$ cat config.mk
export PLATFORM = sky130hd
export DESIGN_NAME = regulator_ctrl_vbus_detect
export DESIGN_NICKNAME = d
export VERILOG_FILES = /design/src/include/regctl_pkg.sv /design/src/logic/regulator_ctrl_vbus_detect.sv
export SDC_FILE = /design/constraint.sdc
export NUM_CORES = 1
export LEC_CHECK = 0
export ABC_CLOCK_PERIOD_IN_PS = 1250
export BUFFER_PORTS_ARGS = -buffer_cell sky130_fd_sc_hd__buf_2
export CAP_MARGIN = 20
export CORE_AREA = 3 3 40 42
export CTS_BUF_LIST = sky130_fd_sc_hd__clkbuf_8 sky130_fd_sc_hd__clkbuf_16
export DETAILED_ROUTE_END_ITERATION = 8
export DIE_AREA = 0 0 43 45
export PLACE_DENSITY = 0.41
export SYNTH_ARGS = -nofsm -noshare
export SYNTH_HDL_FRONTEND = slang
export SYNTH_SLANG_ARGS = --single-unit
export TNS_END_PERCENT = 1
$ cat constraint.sdc
create_clock -name MCLK -period 1.25 [get_ports MCLK]
set_input_delay 0.125 -clock MCLK [delete_from_list [all_inputs] [get_ports MCLK]]
set_output_delay 0.125 -clock MCLK [all_outputs]
set_load 0.1 [all_outputs]
$ cat src/include/regctl_pkg.sv
/*
 * Constants for the regulator control and bus-power detect block.
 * Assumes a single 50 MHz system clock and an asynchronous, active-high reset.
 */
package regctl_pkg;
	localparam int  SYNC_STAGES     = 3;
	localparam logic RESET_REG_ON   = 1'h1;
	localparam logic RESET_LOWPOWER = 1'h0;
	localparam logic RESET_POLARITY = 1'h0;
	localparam logic RESET_USB_SRC  = 1'h0;
	localparam logic MODE_NORMAL    = 1'h0;
	localparam logic MODE_SUSPEND   = 1'h1;
	localparam logic POL_LOW        = 1'h0;
	localparam logic POL_HIGH       = 1'h1;
endpackage

$ cat src/logic/regulator_ctrl_vbus_detect.sv
/*
 * Regulator enable and mode control, bus-power level detection with a
 * level-sensitive interrupt and an optional system reset request.
 * Assumes the bus-power pin is asynchronous to MCLK and that the analog
 * regulator takes its enable and mode from the ports below.
 */
`timescale 1ns/10ps

module regulator_ctrl_vbus_detect
	import regctl_pkg::*;
(
	input  wire logic MCLK,
	input  wire logic RESET,
	input  wire logic VBUS_PIN,
	input  wire logic REG_ON_WR,
	input  wire logic REG_ON_IN,
	input  wire logic LOW_POWER_WR,
	input  wire logic LOW_POWER_IN,
	input  wire logic POLARITY_WR,
	input  wire logic POLARITY_IN,
	input  wire logic IRQ_ENABLE,
	input  wire logic USB_RESET_SOURCE,
	output logic      REGULATOR_ON,
	output logic      LOW_POWER_SELECT,
	output logic      BUS_POWER_POLARITY_SELECT,
	output logic      BUS_POWER_LEVEL_STATUS,
	output logic      BUS_POWER_IRQ,
	output logic      USB_SYSTEM_RESET
);
	logic [SYNC_STAGES-1:0] sync;
	logic [SYNC_STAGES-1:0] next_sync;
	logic                   level;
	logic                   next_level;
	logic                   reg_on;
	logic                   next_reg_on;
	logic                   low_power;
	logic                   next_low_power;
	logic                   polarity;
	logic                   next_polarity;
	logic                   match;

	// three stages; level only moves once the last two agree, which
	// rejects a single-cycle glitch at the price of one extra cycle
	always_comb begin
		next_sync  = {sync[SYNC_STAGES-2:0], VBUS_PIN};
		next_level = level;
		if (sync[SYNC_STAGES-1] == sync[SYNC_STAGES-2]) begin
			next_level = sync[SYNC_STAGES-1];
		end
	end

	always_ff @(posedge MCLK or posedge RESET) begin
		if (RESET) begin
			sync  <= '0;
			level <= 1'h0;
		end else begin
			sync  <= next_sync;
			level <= next_level;
		end
	end

	// a strobe that is held just rewrites the same value, so a slow
	// writer is harmless; a value without its strobe is ignored
	always_comb begin
		next_reg_on    = reg_on;
		next_low_power = low_power;
		next_polarity  = polarity;
		if (REG_ON_WR) begin
			next_reg_on = REG_ON_IN;
		end
		if (LOW_POWER_WR) begin
			next_low_power = LOW_POWER_IN;
		end
		if (POLARITY_WR) begin
			next_polarity = POLARITY_IN;
		end
	end

	always_ff @(posedge MCLK or posedge RESET) begin
		if (RESET) begin
			reg_on    <= RESET_REG_ON;
			low_power <= RESET_LOWPOWER;
			polarity  <= RESET_POLARITY;
		end else begin
			reg_on    <= next_reg_on;
			low_power <= next_low_power;
			polarity  <= next_polarity;
		end
	end

	// polarity high compares against a high level, low against low
	function automatic logic polarity_match(input logic lvl,
		input logic pol);
		polarity_match = (pol == POL_HIGH) ? lvl : ~lvl;
	endfunction

	assign match = polarity_match(level, polarity);

	assign REGULATOR_ON              = reg_on;
	assign LOW_POWER_SELECT          = low_power;
	assign BUS_POWER_POLARITY_SELECT = polarity;
	assign BUS_POWER_LEVEL_STATUS    = level;
	// no pending flag is kept: the request is the live match itself
	assign BUS_POWER_IRQ             = IRQ_ENABLE & match;
	assign USB_SYSTEM_RESET          = USB_RESET_SOURCE & match;

	AST_IRQ_LEVEL: assert property (@(posedge MCLK) disable iff (RESET)
		BUS_POWER_IRQ == (IRQ_ENABLE && (level == polarity)))
		else $error("interrupt does not follow live match");

	AST_IRQ_DROP: assert property (@(posedge MCLK) disable iff (RESET)
		(IRQ_ENABLE && !POLARITY_WR && $rose(level) && polarity == POL_LOW)
		|-> !BUS_POWER_IRQ)
		else $error("low polarity interrupt held after level rose");

	AST_RESET_MATCH: assert property (@(posedge MCLK) disable iff (RESET)
		USB_SYSTEM_RESET == (USB_RESET_SOURCE && (level == polarity)))
		else $error("system reset request wrong");

	AST_STATUS_SYNC: assert property (@(posedge MCLK) disable iff (RESET)
		(VBUS_PIN [*4]) |=> BUS_POWER_LEVEL_STATUS)
		else $error("status did not follow steady high pin");

	AST_STATUS_LOW: assert property (@(posedge MCLK) disable iff (RESET)
		(!VBUS_PIN [*4]) |=> !BUS_POWER_LEVEL_STATUS)
		else $error("status did not follow steady low pin");

	AST_GLITCH: assert property (@(posedge MCLK) disable iff (RESET)
		$changed(BUS_POWER_LEVEL_STATUS) |-> $past(sync[SYNC_STAGES-1])
		== $past(sync[SYNC_STAGES-2]))
		else $error("status changed without agreeing stages");

	AST_REG_ON: assert property (@(posedge MCLK) disable iff (RESET)
		REG_ON_WR |=> REGULATOR_ON == $past(REG_ON_IN))
		else $error("regulator enable write lost");

	AST_MODE: assert property (@(posedge MCLK) disable iff (RESET)
		!LOW_POWER_WR |=> $stable(LOW_POWER_SELECT))
		else $error("mode changed without write");

	AST_POL: assert property (@(posedge MCLK) disable iff (RESET)
		POLARITY_WR |=> BUS_POWER_POLARITY_SELECT == $past(POLARITY_IN))
		else $error("polarity write lost");

	AST_IRQ_OFF: assert property (@(posedge MCLK)
		disable iff (RESET) !IRQ_ENABLE |-> !BUS_POWER_IRQ)
		else $error("interrupt raised while disabled");

	AST_IRQ_RISE: assert property (@(posedge MCLK)
		disable iff (RESET)
		(IRQ_ENABLE && $rose(level) && polarity == POL_HIGH) |-> BUS_POWER_IRQ)
		else $error("high polarity interrupt missing after level rose");

	AST_IRQ_FALL: assert property (@(posedge MCLK)
		disable iff (RESET)
		(IRQ_ENABLE && $fell(level) && polarity == POL_HIGH) |-> !BUS_POWER_IRQ)
		else $error("high polarity interrupt held after level fell");

	AST_RESET_OFF: assert property (@(posedge MCLK)
		disable iff (RESET) !USB_RESET_SOURCE |-> !USB_SYSTEM_RESET)
		else $error("system reset requested while source not selected");

	AST_RESET_RISE: assert property (@(posedge MCLK)
		disable iff (RESET) (USB_RESET_SOURCE && $rose(level)
		&& polarity == POL_HIGH) |-> USB_SYSTEM_RESET)
		else $error("system reset missing after level rose");

	AST_RESET_FALL: assert property (@(posedge MCLK)
		disable iff (RESET) (USB_RESET_SOURCE && $fell(level)
		&& polarity == POL_HIGH) |-> !USB_SYSTEM_RESET)
		else $error("system reset held after level fell");

	AST_RESET_POL: assert property (@(posedge MCLK)
		disable iff (RESET) (USB_RESET_SOURCE && $rose(level)
		&& polarity == POL_LOW) |-> !USB_SYSTEM_RESET)
		else $error("low polarity reset held after level rose");

	AST_STATUS_RISE: assert property (@(posedge MCLK)
		disable iff (RESET) $rose(BUS_POWER_LEVEL_STATUS)
		|-> ($past(VBUS_PIN, 3) && $past(VBUS_PIN, 4)))
		else $error("status rose before pin was high twice");

	AST_STATUS_FALL: assert property (@(posedge MCLK)
		disable iff (RESET) $fell(BUS_POWER_LEVEL_STATUS)
		|-> (!$past(VBUS_PIN, 3) && !$past(VBUS_PIN, 4)))
		else $error("status fell before pin was low twice");

	AST_STATUS_HOLD: assert property (@(posedge MCLK)
		disable iff (RESET) (sync[SYNC_STAGES-1] != sync[SYNC_STAGES-2])
		|=> $stable(BUS_POWER_LEVEL_STATUS))
		else $error("status moved while stages disagree");

	AST_REG_HOLD: assert property (@(posedge MCLK)
		disable iff (RESET) !REG_ON_WR |=> $stable(REGULATOR_ON))
		else $error("regulator enable changed without write");

	AST_MODE_WRITE: assert property (@(posedge MCLK)
		disable iff (RESET) LOW_POWER_WR |=> LOW_POWER_SELECT == $past(LOW_POWER_IN))
		else $error("mode write lost");

	AST_POL_HOLD: assert property (@(posedge MCLK)
		disable iff (RESET) !POLARITY_WR |=> $stable(BUS_POWER_POLARITY_SELECT))
		else $error("polarity changed without write");

	// reset values are checked from the second reset edge on: before the
	// first edge the registers have not yet been cleared
	AST_RESET_STATE: assert property (@(posedge MCLK)
		RESET [*2] |-> (REGULATOR_ON == RESET_REG_ON
		&& LOW_POWER_SELECT == RESET_LOWPOWER
		&& BUS_POWER_POLARITY_SELECT == RESET_POLARITY
		&& !BUS_POWER_LEVEL_STATUS))
		else $error("outputs not at reset values during reset");

	AST_RESET_IRQ: assert property (@(posedge MCLK)
		RESET [*2] |-> (BUS_POWER_IRQ == IRQ_ENABLE
		&& USB_SYSTEM_RESET == USB_RESET_SOURCE))
		else $error("requests wrong during reset");
endmodule

==> results.tsv <==
stage	metric	value	unit
run_status	status	finished, violations left	
run_status	violated checks	setup timing	
synth	Post-Syn Nets	26	
clock_network	CTS tree	built	
routing	drt drc	0	
synth	most frequent cell after synthesis	dfrtp_1	
synth	synthesis-stage register bit count	7	
synth	Commonest cells post-synth	dfrtp_1 (6), mux2_2 (3), and2_1 (2)	
place	I/O Buffers	16	
synth	Ys Warns	0	
floorplan	vertical die dimension	45	µm
final_layout	layout cells sized above 1	78.4	%
sta	f_max	750	MHz
final_layout	NumNets Final	49	
sta	Min Hold Slack	9.19	ps
final_layout	Inserted Diodes	0	
place	GP Congestion	0.650	
synth	Seq/Total Area, Yosys	71.9	%
critical_path	kind of start point of the critical path	flop	
floorplan	row count	13	
floorplan	initial core utilization	19.1	%
final_layout	register area	184	µm²
synth	Post-synth ARST share	100	%
sta	final hold vios	0	
critical_path	WP data arrival	1210	ps
synth	Synth area leader	dfrtp_1	
routing	First-pass DRT Iterations	2	
global_routing	vias in the first global route	188	
sta	clk_skew	1.32	ps
place	Place WS	112	ps
final_layout	fillcell total	123	
sta	fin crit share	107	%
routing	ANT nets after route	0	
clock_network	Root Driver	clkbuf_8	
sta	final setup margin	-82.7	ps
critical_path	CP Class	reg2out	
final_layout	Layout area overhead	105	%
sta	max_slew headroom	67.7	%
synth	Post-Syn Area	245	µm²
floorplan	core area	0.00128	mm²
synth	Synth cell types	7	
global_routing	first-pass GRT wire length	738	µm
pwr	LEAKAGE	0.240	nW
pwr	peak supply drop	564	µV
job	Max-cap violations	0	
clock_network	worst skew pair latency	220	ps
critical_path	Required @ worst endpoint	1120	ps
clock_network	clk sinks	7	
critical_path	endpoint class of the critical path	output pin	
routing	routed len/inst	8.88	µm
pwr	Pwr Density	1750	mW/mm²
synth	Mapped Cells	15	
clock_network	clk buf depth	2	
sta	worst slew pin tran	487	ps
routing	vias	191	
clock_network	clk slew on worst S/H paths	40	ps
global_routing	initial antenna violation count	0	
sta	RSZ-0062 raised after global routing	yes	
routing	Post-Route WL	462	µm
final_layout	area taken by multi-input logic gates	77.6	µm²
synth	Post-synth top flop	dfrtp_1	
synth	Post-synth EDFFs	0	
clock_network	CTS Buf Count	3	
sta	final setup violation count	2	
clock_network	H-tree depth	1	
floorplan	DIE WIDTH	43	µm
routing	initial drt markers	1	
floorplan	total die area	0.00194	mm²
sta	minimum clock period	1330	ps
synth	top cells by area in the synthesized netlist	dfrtp_1 (61%), mux2_2 (14%), dfstp_2 (11%), and2_1 (5.1%), maj3_1 (4.1%)	
routing	DR vias/cell	3.67	
global_routing	total gr overflow	0	
sta	fin. max-slew vios	0	
critical_path	crit-path max FO	2	
global_routing	Total GRT Usage	5.87	%
min_path	worst min path class	in2reg	
global_routing	pin count of the biggest net entering global routing	8	
synth	Yosys top cell area share	61.2	%
floorplan	# IOs	17	
synth	syn avg cell area	16.3	µm²
## metrics by stage
| step | utilization, % | TNS [ps] | cell area, µm² | power (W) | std cells |
|---|---|---|---|---|---|
| global route | 39.0 | -263 | 502 | 0.000925 | 52 |
| detailed placement | 34.2 | 0 | 439 | 0.000576 | 46 |
| global placement | 34.2 | 0 | 439 | 0.000573 | 46 |
| floorplan | - | -75.3 | 265 | 0.000467 | 15 |
| finish | 39.0 | -165 | 502 | 0.000878 | 52 |
| CTS | 39.0 | -208 | 502 | 0.000898 | 52 |
## cell families (layout without fill, tap and decap cells)
group                      after synthesis  after routing  synth area share (%)
xor gates and xnor gates                 1              1                  3.57
adders and majority gates                1              1                  4.08
buffers and inverters                    1             23                  1.53
DFF                                      7              7                  71.9
muxes                                    3              3                  13.8
and+or+nand+nor                          2              2                  5.10
## sequential cells by signal, summed over array words and instances (netlist names)
| name | count |
|---|---|
| sync | 3 |
| REGULATOR_ON | 1 |
| LOW_POWER_SELECT | 1 |
| BUS_POWER_LEVEL_STATUS | 1 |
| BUS_POWER_POLARITY_SELECT | 1 |
## worst max-delay path, stage by stage (launching register included)
cell	delay, ps
dfrtp_4	480
xnor2_2	170
and2_4	170
buf_12	160
## layout by cell type (no fill, tap or decap)
master,Yosys,final
buf_12,0,5
maj3_1,1,1
dlygate4sd3_1,0,1
dfrtp_4,0,2
buf_4,0,1
buf_2,0,11
and2_4,0,2
clkbuf_8,0,3
mux2_2,3,3
xnor2_2,0,1
inv_1,1,2
dfstp_2,1,1
dfrtp_1,6,4
## layer usage
layer / GRT usage (%) / vias to the layer above / wire length (µm)
li1: - / 92 / -
met2: 7.78 / 14 / 224
met1: 5.67 / 85 / 177
met4: 9.04 / 0 / 0
met5: 0 / - / 0
met3: 2.39 / 0 / 60
## what timing repair did
item / 4_1_cts / 5_1_grt
resized for setup: 0 / 0
gates cloned: 0 / 0
endpoints found under the setup margin: 2 / 2
hold buffers: 1 / 0
hold endpoints to repair: 6 / 0
buffers inserted: 1 / 0
pin swaps: 3 / 1
## power breakdown
group	internal (W)	switching (W)
sequential	0.000253	0.0000151
combinational	0.000117	0.000192
clock	0.000211	0.0000894
total	0.000581	0.000296
## area by class of cell
type,count,share of cell area (%)
clock buffers,3,8.23
repair buffers,18,34.4
multi-input cells,7,15.5
clock inverters,1,0.748
flip-flops and latches,7,36.7
well taps,15,3.74
inverters,1,0.748
## path summary, 6_finish.rpt
path                                          end  cells after the start  slack [ps]                    from
min in group asynchronous                 sync[2]                      3         360                   RESET
hold reg to reg                           sync[1]                      0         350                 sync[0]
setup / recovery                 USB_SYSTEM_RESET                      3         -80  BUS_POWER_LEVEL_STATUS
hold / removal                            sync[0]                      1           9                VBUS_PIN
setup reg to reg           BUS_POWER_LEVEL_STATUS                      2         170  BUS_POWER_LEVEL_STATUS
max in group asynchronous            REGULATOR_ON                      3         630                   RESET
(Power assumes the default switching activity.)
